$ cat config.mk
export PLATFORM = sky130hd
export DESIGN_NAME = ocd_clock_outputs
export DESIGN_NICKNAME = d
export VERILOG_FILES = /design/src/rtl/ocd_clock_outputs.v
export VERILOG_INCLUDE_DIRS = /design/src /design/src/rtl
export SDC_FILE = /design/constraint.sdc
export NUM_CORES = 1
export LEC_CHECK = 0
export ABC_CLOCK_PERIOD_IN_PS = 2020
export CAP_MARGIN = 20
export CORE_MARGIN = 10
export CORE_UTILIZATION = 30
export DETAILED_ROUTE_END_ITERATION = 8
export DONT_BUFFER_PORTS = 1
export SLEW_MARGIN = 20
export SYNTH_ARGS = -nofsm -noshare
export SYNTH_HDL_FRONTEND = slang
export SYNTH_SLANG_ARGS = --single-unit
$ cat constraint.sdc
create_clock -name clock -period 2.02 [get_ports clock]
set_input_delay 0.202 -clock clock [delete_from_list [all_inputs] [get_ports clock]]
set_output_delay 0.202 -clock clock [all_outputs]
set_load 0.005 [all_outputs]
$ cat src/rtl/ocd_defs.vh
// Register map, field layout and reset values of the clock output block
`ifndef OCD_DEFS_VH
`define OCD_DEFS_VH

// Register indices; byte address is four times the index
`define OCD_IDX_NFEN        16'h5062
`define OCD_IDX_LCLK        16'h5063
`define OCD_IDX_FOUT        16'h5064
`define OCD_IDX_T8          16'h5065
`define OCD_IDX_P1SEL       16'h52a1
`define OCD_IDX_P3SEL       16'h52a3

// Reset values
`define OCD_RST_NFEN        8'h00
`define OCD_RST_LCLK        8'h02
`define OCD_RST_FOUT        8'h00
`define OCD_RST_T8          8'h00
`define OCD_RST_PSEL        8'h00

// Writable bit masks; reserved bits read as zero
`define OCD_MSK_NFEN        8'h01
`define OCD_MSK_LCLK        8'h1f
`define OCD_MSK_FOUT        8'h0f
`define OCD_MSK_T8          8'h0f
`define OCD_MSK_P1SEL       8'h08
`define OCD_MSK_P3SEL       8'h01

// Field positions
`define OCD_NMI_FE_BIT      0
`define OCD_LCD_EN_BIT      0
`define OCD_LCD_SRC_BIT     1
`define OCD_LCD_DIV_LO      2
`define OCD_LCD_DIV_HI      4
`define OCD_SLOW_OE_BIT     0
`define OCD_FAST_OE_BIT     1
`define OCD_FAST_DIV_LO     2
`define OCD_FAST_DIV_HI     3
`define OCD_TMR_EN_BIT      0
`define OCD_TMR_DIV_LO      1
`define OCD_TMR_DIV_HI      3
`define OCD_P3_SEL_BIT      0
`define OCD_P1_SEL_BIT      3

// Noise filter length in system clock cycles
`define OCD_NMI_MIN_CYC     5'd16
`define OCD_NMI_CNT_ONE     5'd1
`define OCD_NMI_CNT_ZERO    5'd0

// Divider edge counts (half periods minus one), 9 bits
`define OCD_DIV_ZERO        9'h000
`define OCD_DIV_ONE         9'h001
`define OCD_LCD_HALF_32     9'h01f
`define OCD_LCD_HALF_64     9'h03f
`define OCD_LCD_HALF_128    9'h07f
`define OCD_LCD_HALF_256    9'h0ff
`define OCD_LCD_HALF_512    9'h1ff
`define OCD_LCD_MAX_CODE    3'h4
`define OCD_FAST_MAX_CODE   2'h2
`define OCD_TMR_MAX_CODE    3'h5

`define OCD_WORD_ZERO       32'h0000_0000

`endif

$ cat src/rtl/ocd_clock_outputs.v
// Oscillator clock dividers, clock output pins and NMI filter, APB slave
//
// The APB register port is this design's own decision.
`include "ocd_defs.vh"

module ocd_clock_outputs
(
   input  wire        clock,
   input  wire        sys_rst,
   input  wire        psel,
   input  wire        penable,
   input  wire        pwrite,
   input  wire [17:0] paddr,
   input  wire [31:0] pwdata,
   output reg  [31:0] prdata,
   output wire        pready,
   output reg         pslverr,
   input  wire        fast_osc_tick,
   input  wire        slow_osc,
   input  wire        wdt_nmi_req,
   output reg         nmi_to_core,
   output reg         lcd_clk_tick,
   output reg         timer_clk_tick,
   input  wire        gpio_p30_out,
   input  wire        gpio_p30_oe,
   output wire        gpio_p30_in,
   input  wire        gpio_p13_out,
   input  wire        gpio_p13_oe,
   output wire        gpio_p13_in,
   input  wire        port3_bit0_in,
   output wire        port3_bit0_out,
   output wire        port3_bit0_oe,
   input  wire        port1_bit3_in,
   output wire        port1_bit3_out,
   output wire        port1_bit3_oe
);

////////////////////////////////////////////////////////////////////////////
// Functions
function [8:0] lcd_half;
   input [2:0] code;
   begin
      case (code)
         3'h0:    lcd_half = `OCD_LCD_HALF_32;
         3'h1:    lcd_half = `OCD_LCD_HALF_64;
         3'h2:    lcd_half = `OCD_LCD_HALF_128;
         3'h3:    lcd_half = `OCD_LCD_HALF_256;
         3'h4:    lcd_half = `OCD_LCD_HALF_512;
         default: lcd_half = `OCD_DIV_ZERO;
      endcase
   end
endfunction
function [8:0] pow2_half;
   input [2:0] code;
   begin
      pow2_half = (`OCD_DIV_ONE << code) - `OCD_DIV_ONE;
   end
endfunction
function hit;
   input [15:0] idx;
   input [17:0] addr;
   begin
      hit = (addr[17:2] == idx) && (addr[1:0] == 2'b00);
   end
endfunction

////////////////////////////////////////////////////////////////////////////
// Registers
reg  [7:0] nfen_ff;
reg  [7:0] lclk_ff;
reg  [7:0] fout_ff;
reg  [7:0] t8_ff;
reg  [7:0] p1sel_ff;
reg  [7:0] p3sel_ff;
wire       wr_en  = psel & penable & pwrite;
wire       setup  = psel & ~penable;
wire       h_nfen = hit(`OCD_IDX_NFEN, paddr);
wire       h_lclk = hit(`OCD_IDX_LCLK, paddr);
wire       h_fout = hit(`OCD_IDX_FOUT, paddr);
wire       h_t8   = hit(`OCD_IDX_T8, paddr);
wire       h_p1   = hit(`OCD_IDX_P1SEL, paddr);
wire       h_p3   = hit(`OCD_IDX_P3SEL, paddr);
wire       mapped = h_nfen | h_lclk | h_fout | h_t8 | h_p1 | h_p3;
assign pready = 1'b1;
always @(posedge clock)
begin
   if (sys_rst)
   begin
      nfen_ff  <= `OCD_RST_NFEN;
      lclk_ff  <= `OCD_RST_LCLK;
      fout_ff  <= `OCD_RST_FOUT;
      t8_ff    <= `OCD_RST_T8;
      p1sel_ff <= `OCD_RST_PSEL;
      p3sel_ff <= `OCD_RST_PSEL;
   end
   else if (wr_en)
   begin
      if (h_nfen)
         nfen_ff <= pwdata[7:0] & `OCD_MSK_NFEN;
      if (h_lclk)
         lclk_ff <= pwdata[7:0] & `OCD_MSK_LCLK;
      if (h_fout)
         fout_ff <= pwdata[7:0] & `OCD_MSK_FOUT;
      if (h_t8)
         t8_ff <= pwdata[7:0] & `OCD_MSK_T8;
      if (h_p1)
         p1sel_ff <= pwdata[7:0] & `OCD_MSK_P1SEL;
      if (h_p3)
         p3sel_ff <= pwdata[7:0] & `OCD_MSK_P3SEL;
   end
end
// Read data latched in setup so it is steady for the access phase
reg [7:0] nxt_rd;
always @*
begin
   nxt_rd = 8'h00;
   if (h_nfen)
      nxt_rd = nfen_ff;
   if (h_lclk)
      nxt_rd = lclk_ff;
   if (h_fout)
      nxt_rd = fout_ff;
   if (h_t8)
      nxt_rd = t8_ff;
   if (h_p1)
      nxt_rd = p1sel_ff;
   if (h_p3)
      nxt_rd = p3sel_ff;
end
always @(posedge clock)
begin
   if (sys_rst)
   begin
      prdata  <= `OCD_WORD_ZERO;
      pslverr <= 1'b0;
   end
   else if (setup)
   begin
      prdata  <= {24'h00_0000, nxt_rd};
      pslverr <= ~mapped;
   end
end
wire       nmi_fe   = nfen_ff[`OCD_NMI_FE_BIT];
wire       lcd_en   = lclk_ff[`OCD_LCD_EN_BIT];
wire       lcd_slow = lclk_ff[`OCD_LCD_SRC_BIT];
wire [2:0] lcd_div  = lclk_ff[`OCD_LCD_DIV_HI:`OCD_LCD_DIV_LO];
wire       slow_oe  = fout_ff[`OCD_SLOW_OE_BIT];
wire       fast_oe  = fout_ff[`OCD_FAST_OE_BIT];
wire [1:0] fast_div = fout_ff[`OCD_FAST_DIV_HI:`OCD_FAST_DIV_LO];
wire       tmr_en   = t8_ff[`OCD_TMR_EN_BIT];
wire [2:0] tmr_div  = t8_ff[`OCD_TMR_DIV_HI:`OCD_TMR_DIV_LO];

////////////////////////////////////////////////////////////////////////////
// NMI noise filter
reg  [4:0] nmi_cnt_ff;
reg  [4:0] nxt_nmi_cnt;
always @*
begin
   nxt_nmi_cnt = `OCD_NMI_CNT_ZERO;
   if (wdt_nmi_req && nmi_cnt_ff != `OCD_NMI_MIN_CYC)
      nxt_nmi_cnt = nmi_cnt_ff + `OCD_NMI_CNT_ONE;
   else if (wdt_nmi_req)
      nxt_nmi_cnt = nmi_cnt_ff;
end

always @(posedge clock)
begin
   if (sys_rst)
   begin
      nmi_cnt_ff  <= `OCD_NMI_CNT_ZERO;
      nmi_to_core <= 1'b0;
   end
   else
   begin
      nmi_cnt_ff <= nxt_nmi_cnt;
      nmi_to_core <= nmi_fe ? (nxt_nmi_cnt == `OCD_NMI_MIN_CYC)
                            : wdt_nmi_req;
   end
end

////////////////////////////////////////////////////////////////////////////
// Slow oscillator sampling
reg        slow_s1_ff;
reg        slow_s2_ff;
reg        slow_s3_ff;
wire       slow_edge = slow_s2_ff ^ slow_s3_ff;
always @(posedge clock)
begin
   if (sys_rst)
   begin
      slow_s1_ff <= 1'b0;
      slow_s2_ff <= 1'b0;
      slow_s3_ff <= 1'b0;
   end
   else
   begin
      slow_s1_ff <= slow_osc;
      slow_s2_ff <= slow_s1_ff;
      slow_s3_ff <= slow_s2_ff;
   end
end

////////////////////////////////////////////////////////////////////////////
// Dividers; each toggles its level every (half + 1) oscillator edges
reg  [8:0] lcd_cnt_ff;
reg        lcd_lvl_ff;
reg  [8:0] fst_cnt_ff;
reg        fst_lvl_ff;
reg  [8:0] tmr_cnt_ff;
reg        tmr_lvl_ff;
reg        lcd_sel_d_ff;
reg        tmr_d_ff;
wire lcd_ok = (lcd_div <= `OCD_LCD_MAX_CODE);
wire fst_ok = (fast_div <= `OCD_FAST_MAX_CODE);
wire tmr_ok = (tmr_div <= `OCD_TMR_MAX_CODE);
wire lcd_sel = lcd_slow ? slow_s2_ff : (lcd_lvl_ff & lcd_ok);
always @(posedge clock)
begin
   if (sys_rst)
   begin
      lcd_cnt_ff   <= `OCD_DIV_ZERO;
      lcd_lvl_ff   <= 1'b0;
      fst_cnt_ff   <= `OCD_DIV_ZERO;
      fst_lvl_ff   <= 1'b0;
      tmr_cnt_ff   <= `OCD_DIV_ZERO;
      tmr_lvl_ff   <= 1'b0;
      lcd_sel_d_ff <= 1'b0;
      tmr_d_ff     <= 1'b0;
      lcd_clk_tick <= 1'b0;
      timer_clk_tick <= 1'b0;
   end
   else
   begin
      if (!lcd_ok)
      begin
         lcd_cnt_ff <= `OCD_DIV_ZERO;
         lcd_lvl_ff <= 1'b0;
      end
      else if (fast_osc_tick)
      begin
         if (lcd_cnt_ff >= lcd_half(lcd_div))
         begin
            lcd_cnt_ff <= `OCD_DIV_ZERO;
            lcd_lvl_ff <= ~lcd_lvl_ff;
         end
         else
            lcd_cnt_ff <= lcd_cnt_ff + `OCD_DIV_ONE;
      end
      if (!fst_ok)
      begin
         fst_cnt_ff <= `OCD_DIV_ZERO;
         fst_lvl_ff <= 1'b0;
      end
      else if (fast_osc_tick)
      begin
         if (fst_cnt_ff >= pow2_half({1'b0, fast_div}))
         begin
            fst_cnt_ff <= `OCD_DIV_ZERO;
            fst_lvl_ff <= ~fst_lvl_ff;
         end
         else
            fst_cnt_ff <= fst_cnt_ff + `OCD_DIV_ONE;
      end
      if (!tmr_ok)
      begin
         tmr_cnt_ff <= `OCD_DIV_ZERO;
         tmr_lvl_ff <= 1'b0;
      end
      else if (slow_edge)
      begin
         if (tmr_cnt_ff >= pow2_half(tmr_div))
         begin
            tmr_cnt_ff <= `OCD_DIV_ZERO;
            tmr_lvl_ff <= ~tmr_lvl_ff;
         end
         else
            tmr_cnt_ff <= tmr_cnt_ff + `OCD_DIV_ONE;
      end
      lcd_sel_d_ff <= lcd_sel;
      tmr_d_ff     <= tmr_lvl_ff;
      lcd_clk_tick <= lcd_en & lcd_sel & ~lcd_sel_d_ff;
      timer_clk_tick <= tmr_en & tmr_lvl_ff & ~tmr_d_ff;
   end
end

////////////////////////////////////////////////////////////////////////////
// Shared pins
// Enable gates the level directly, so a short pulse can appear on switching
// Output switches at once
wire fast_clk_out = fast_oe & fst_lvl_ff;
wire slow_clk_out = slow_oe & slow_s2_ff;
assign port3_bit0_out = p3sel_ff[`OCD_P3_SEL_BIT] ? fast_clk_out
                                                  : gpio_p30_out;
assign port3_bit0_oe  = p3sel_ff[`OCD_P3_SEL_BIT] | gpio_p30_oe;
assign gpio_p30_in    = port3_bit0_in;

assign port1_bit3_out = p1sel_ff[`OCD_P1_SEL_BIT] ? slow_clk_out
                                                  : gpio_p13_out;
assign port1_bit3_oe  = p1sel_ff[`OCD_P1_SEL_BIT] | gpio_p13_oe;
assign gpio_p13_in    = port1_bit3_in;

endmodule // ocd_clock_outputs

==> metrics.txt, run 1 <==
# setup viols final=2; worst hold start=pwdata[1]; crit path max-delay cell type=or3_4; capture point of the worst reg-to-reg path=fst_lvl_ff; initial antenna violation count=0; Fmax=487.2 MHz; CTS H-Tree Depth=3; reg2reg path depth=10; failing checks=setup timing; min Tclk post-route=2053 ps; Worst Tran Pin Value=1060 ps; port buffer count=0; Post-synth top cells=dfxtp_1 (65), nor2_1 (58), ha_1 (32); Worst Clk Skew=6.480 ps; initial core utilization=30.86%; DP Area=4151 um^2; first-pass GRT wire length=15610 um; Setup crit end kind=register; Final Non-Filler Cells=660; Total GRT Usage=10.55%; clock-pin transition on the worst setup and hold timing paths=60 ps; number of synthesized flops with an enable pin=0; Vias=3212; reg-to-reg setup timing slack=-30 ps; most common cell in the netlist=dfxtp_1; Synth area leader=dfxtp_1; Crit Path Class=reg2reg; Critical Path Start=fout_ff[2]; Post-Syn Area=3926 um^2; RSZ-0062 raised after global routing=true; VDD IR max=377.3 uV; crit-path max FO=5; count of final max-slew check failures=0; via/cell ratio=4.867; synthesized area per cell=8.629 um^2; Iter 0 DRT Violations=168; Synth async-reset ratio=0%; DR WL/cell=15.10 um; flops & latches, synth=65; final net count=579; Syn-to-layout area delta=22.72%; final worst-path cycle share=101.6%; Critical Path Sink=fst_lvl_ff; CP top delay family=simple AND/OR/NAND/NOR gates; clk sink count=65; HPWL after detailed placement=7187 um; r2r startpoint=fout_ff[2]; Synth warnings=0; CTS max path bufs=2; Fin. Hold Viols=0; LEAKAGE=1.811 nW; Final Worst Setup Slack=-32.63 ps; Die Ht=134.4 um; Hold/Removal Path Class=in2reg; Final Cell Area=4818 um^2; Mapped Cells=455; core area=12720 um^2; dpl cells=636; Fill cells=1290; Cell Rows=41; power density cells=634.0 nW/um^2; DRC viols=0; CTS root buffer=clkbuf_16; WHS Path Cells=1; total grt overflow=0; full die area=18060 um^2; worst slew margin relative to its limit=29.12%; Post-Place Setup Slack=-156.0 ps; ant diodes=0; Worst Path Required=2290 ps; post-route ant nets=0; Most used DFF post-synth=dfxtp_1; Yosys top cell area share=33.14%; share of cells above drive strength 1=21.52%; synth top area cells=dfxtp_1 (33%), ha_1 (10%), buf_4 (5.7%); largest net degree at the start of global routing=27; # IOs=107; vias in the first global route=3113; die width=134.4 um; Cell variety after synth=50; max incr delay on CP=370 ps; Crit path buffers/inverters=1; Final GP Congestion=0.8415; crit path DAT=2320 ps; drt first pass iters=4; crit path launch type=register; worst skew pair latency=330 ps; CP cell instances=or2_4, ha_4, nand2b_4, buf_4, ha_4, nand4_1, nor2_2, a21oi_4, or3_4, a21oi_2; CTS Buf Count=9; CTS tree=yes; Max-Cap Viols=0; status=finished, violations left; critical path depth=10; WL final=9967 um; post-synthesis sequential area ratio=33.14%; critical path's most frequent cell=ha_4
[stage by stage]
stage / TNS, ps / total power [mW] / hold WS, ps / utilization [%]
after floorplan: 0 / 1.514 / 285.1 / -
after CTS: -95.07 / 3.079 / 3.315 / 36.18
final: -52.94 / 3.055 / 5.970 / 37.87
after global placement: -445.5 / 1.490 / 283.6 / 32.63
after global routing: -1316 / 3.162 / 1.985 / 37.87
after detailed placement: -1286 / 1.496 / 281.1 / 32.63
[area by class of cell]
cell class	instances	area (um^2)	area share [%]
inverter	15	60.06	1.246
tap	172	215.2	4.466
clock buffer	11	242.7	5.038
clock inverter	5	55.05	1.143
multi-input combinational	363	2704	56.12
sequential	65	1313	27.24
timing repair buffer	29	229.0	4.752
[placed cells by master (no fill, tap or decap), types with 4 or more instances in the layout]
| master | n |
|---|---|
| a21oi_1 | 14 |
| a21oi_2 | 4 |
| a22o_1 | 4 |
| and3_1 | 4 |
| buf_4 | 25 |
| clkbuf_16 | 9 |
| conb_1 | 29 |
| dfxtp_1 | 58 |
| dfxtp_2 | 6 |
| ha_1 | 24 |
| ha_4 | 8 |
| inv_1 | 14 |
| mux2i_1 | 16 |
| nand2_1 | 29 |
| nand2b_1 | 12 |
| nand3_1 | 16 |
| nand3b_1 | 4 |
| nand4_1 | 10 |
| nor2_1 | 50 |
| nor2_2 | 6 |
| nor2b_1 | 13 |
| nor3_1 | 11 |
| o21ai_0 | 11 |
| or3_1 | 5 |
| xnor2_1 | 11 |
| xor2_1 | 16 |
[logic make-up (layout without fill, tap and decap cells)]
kind of cell / Yosys count / in the layout / share of synthesized area [%]
AND/OR/NAND/NOR: 195 / 195 / 28.01
flip-flops: 65 / 65 / 33.14
XOR/XNOR: 27 / 27 / 6.023
adder cells (fa/ha/maj): 32 / 32 / 10.20
AO/OA/AOI/OAI: 64 / 64 / 10.29
multiplexers: 16 / 16 / 4.079
buffers and inverters: 54 / 60 / 8.062
other: 2 / 29 / 0.1913
[layer usage]
metal | share of wire, % | track usage, % | routed length, um
met5 | 0 | 0 | 0
met4 | 1.9 | 4.474 | 189
met3 | 8.7 | 4.444 | 868
met2 | 46 | 16.38 | 4595
met1 | 43 | 12.46 | 4314
[power by group]
group | leakage (nW) | switching, mW | internal (mW)
clock network | 0.142 | 0.572 | 0.984
logic | 1.14 | 0.107 | 0.0725
registers | 0.530 | 0.0179 | 1.30
total | 1.81 | 0.696 | 2.36
[state kept, by name, summed over array words and instances (netlist names), 4 cells and up]
signal	flops
fout_ff	4
fst_cnt_ff	9
lcd_cnt_ff	9
lclk_ff	5
nmi_cnt_ff	5
prdata	5
t8_ff	4
tmr_cnt_ff	9
[worst register-to-register path, cell delays in order, from the launching register on]
cell and delay (ps):
dfxtp_4 360, or2_4 280, ha_4 170, nand2b_4 80, buf_4 120, ha_4 130, nand4_1 110, nor2_2 170
a21oi_4 100, or3_4 370, a21oi_2 110
[worst min path at each step]
stage                  to  slack, ps
2_1_floorplan  slow_s3_ff        290
3_3_place_gp   slow_s1_ff        280
3_5_place_dp   slow_s1_ff        280
4_1_cts        lclk_ff[1]          3
5_1_grt        lclk_ff[1]          2
6_report       lclk_ff[1]          6
[timing repair]
item	in CTS	in global routing
hold buffers	3	0
pin swaps	10	43
endpoints found under the setup margin	24	30
endpoints found under the hold margin	28	0
setup buffers	2	3
gates resized for setup	23	42
No activity file was read; power rests on OpenSTA's default activity.
==> run 2: changes to the inputs <==
--- a/config.mk
+++ b/config.mk
@@ -7,11 +7,11 @@
 export NUM_CORES = 1
 export LEC_CHECK = 0
 export ABC_CLOCK_PERIOD_IN_PS = 2020
+export BUFFER_PORTS_ARGS = -buffer_cell sky130_fd_sc_hd__clkbuf_2
 export CAP_MARGIN = 20
 export CORE_MARGIN = 10
 export CORE_UTILIZATION = 30
 export DETAILED_ROUTE_END_ITERATION = 8
-export DONT_BUFFER_PORTS = 1
 export SLEW_MARGIN = 20
 export SYNTH_ARGS = -nofsm -noshare
 export SYNTH_HDL_FRONTEND = slang
==> metrics.txt, run 2 (same netlist as run 1, synthesis figures left out) <==
Top Registers=fst_cnt_ff: 9 flops, lcd_cnt_ff: 9 flops, tmr_cnt_ff: 9 flops; status=finished, violations left; final worst-path cycle share=102.2%; final net count=628; DRC viols=0; first-pass GRT wire length=15880 um; die width=134.4 um; # IOs=107; Max-Cap Viols=0; crit-path max FO=4; port buffer count=47; VDD IR max=440.2 uV; Iter 0 DRT Violations=227; count of final max-slew check failures=0; Total GRT Usage=10.61%; Worst Path Required=2260 ps; Worst Clk Skew=4.897 ps; Post-Place Setup Slack=-117.6 ps; vias in the first global route=3330; DR WL/cell=13.63 um; P_sw=0.7473 mW; CTS H-Tree Depth=3; initial core utilization=30.86%; CTS tree=yes; crit path launch type=register; Die Ht=134.4 um; clock-pin transition on the worst setup and hold timing paths=60 ps; RSZ-0062 raised after global routing=true; # setup viols final=3; Design Power=3.393 mW; HPWL after detailed placement=7438 um; CTS Buf Count=9; Vias=3356; most frequent cells in the layout=dfxtp_1 (60), nor2_1 (55), clkbuf_2 (47); Final GP Congestion=0.8121; full die area=18060 um^2; crit path DAT=2300 ps; post-route ant nets=0; Syn-to-layout area delta=29.45%; initial antenna violation count=1; core area=12720 um^2; commonest non-fill, non-tap cell in the layout=dfxtp_1; Fin. Hold Viols=0; Reg power frac=38.8%; Fmax=484.4 MHz; clk sink count=65; CTS root buffer=clkbuf_16; WL final=9661 um; Cell Rows=41; switching share of power=22.02%; internal power=2.646 mW; power density cells=667.6 nW/um^2; Clock Power Share=54.0%; drt first pass iters=4; LEAKAGE=2.064 nW; Crit Path Class=reg2reg; worst skew pair latency=340 ps; via/cell ratio=4.733; failing checks=setup timing; Final Worst Setup Slack=-44.33 ps; Final Non-Filler Cells=709; min Tclk post-route=2064 ps; CTS max path bufs=2; total grt overflow=0; proportion of power drawn by combinational gates=7.2%; ant diodes=0; dpl cells=692; Hold/Removal Path Class=in2reg; Setup crit end kind=register; share of cells above drive strength 1=27.56%; largest net degree at the start of global routing=17
## run 2: changes by cell type in the layout (fill, tap and decap cells not counted), moves of 3 or more
| cell | previous run | this run |
|---|---|---|
| clkbuf_2 | 0 | 47 |
| dlygate4sd3_1 | 3 | 0 |
| nor2_2 | 6 | 2 |
| a21oi_2 | 4 | 1 |
| dfxtp_2 | 6 | 3 |
| buf_6 | 1 | 5 |
| nor2_1 | 50 | 55 |
| a21oi_1 | 14 | 17 |
| o21ai_0 | 11 | 8 |
## run 2: metal layers
metal	vias up	GRT usage, %	part of all wire, %
met5	-	0	0.072
met4	2	6.167	2.1
met3	15	3.473	6.6
met2	83	16.58	46
met1	1559	12.45	45
li1	1697	-	-
## run 2: critical path, stage by stage (launching register included)
cell and delay, ps:
dfxtp_4 360, or2_4 260, ha_4 160, nand2b_4 80, ha_4 200, a211oi_2 240, o21ai_2 120, a21oi_4 180
nor2_2 70, a2111oi_2 280
## run 2: power by group through the flow
stage	Combinational [mW]	Clock (mW)	Sequential (mW)
3_5_place_dp	0.233	0	1.35
5_1_grt	0.280	1.92	1.32
6_report	0.246	1.83	1.32
3_3_place_gp	0.227	0	1.34
4_1_cts	0.238	1.88	1.32
2_1_floorplan	0.169	0	1.34
## run 2: stage by stage
| step | TNS, ps | util (%) | hold WS [ps] | cell area [um^2] |
|---|---|---|---|---|
| after global routing | -983.0 | 39.95 | 107.7 | 5082 |
| final | -60.00 | 39.95 | 69.18 | 5082 |
| after floorplan | 0 | - | 285.1 | 4039 |
| after detailed placement | -280.9 | 35.01 | 404.1 | 4454 |
| after global placement | -59.97 | 35.01 | 404.1 | 4454 |
| after CTS | -97.71 | 38.35 | 57.88 | 4878 |
## run 2: final timing paths
kind	end	slack, ps	from	cells after the start
worst min register to register	slow_s2_ff	440	slow_s1_ff	1
worst max-delay path	fst_cnt_ff[2]	-40	fout_ff[2]	9
worst max register to register	fst_cnt_ff[2]	-40	fout_ff[2]	9
worst min-delay path	slow_s1_ff	70	slow_osc	2
## run 2: layout make-up
type | count | area (um^2)
Clock buffer | 10 | 239.0
Timing Repair Buffer | 78 | 486.7
Fill cell | 1265 | 7640
Multi-Input combinational cell | 363 | 2659
Clock inverter | 6 | 113.9
Tap cell | 172 | 215.2
Inverter | 15 | 56.30
Sequential cell | 65 | 1313
## run 2: timing repair
item                       4_1_cts  5_1_grt
hold buffers                     0        0
resized for setup               12       45
pin swaps                        8       24
buffers inserted                 1        0
setup endpoints to repair       23       29
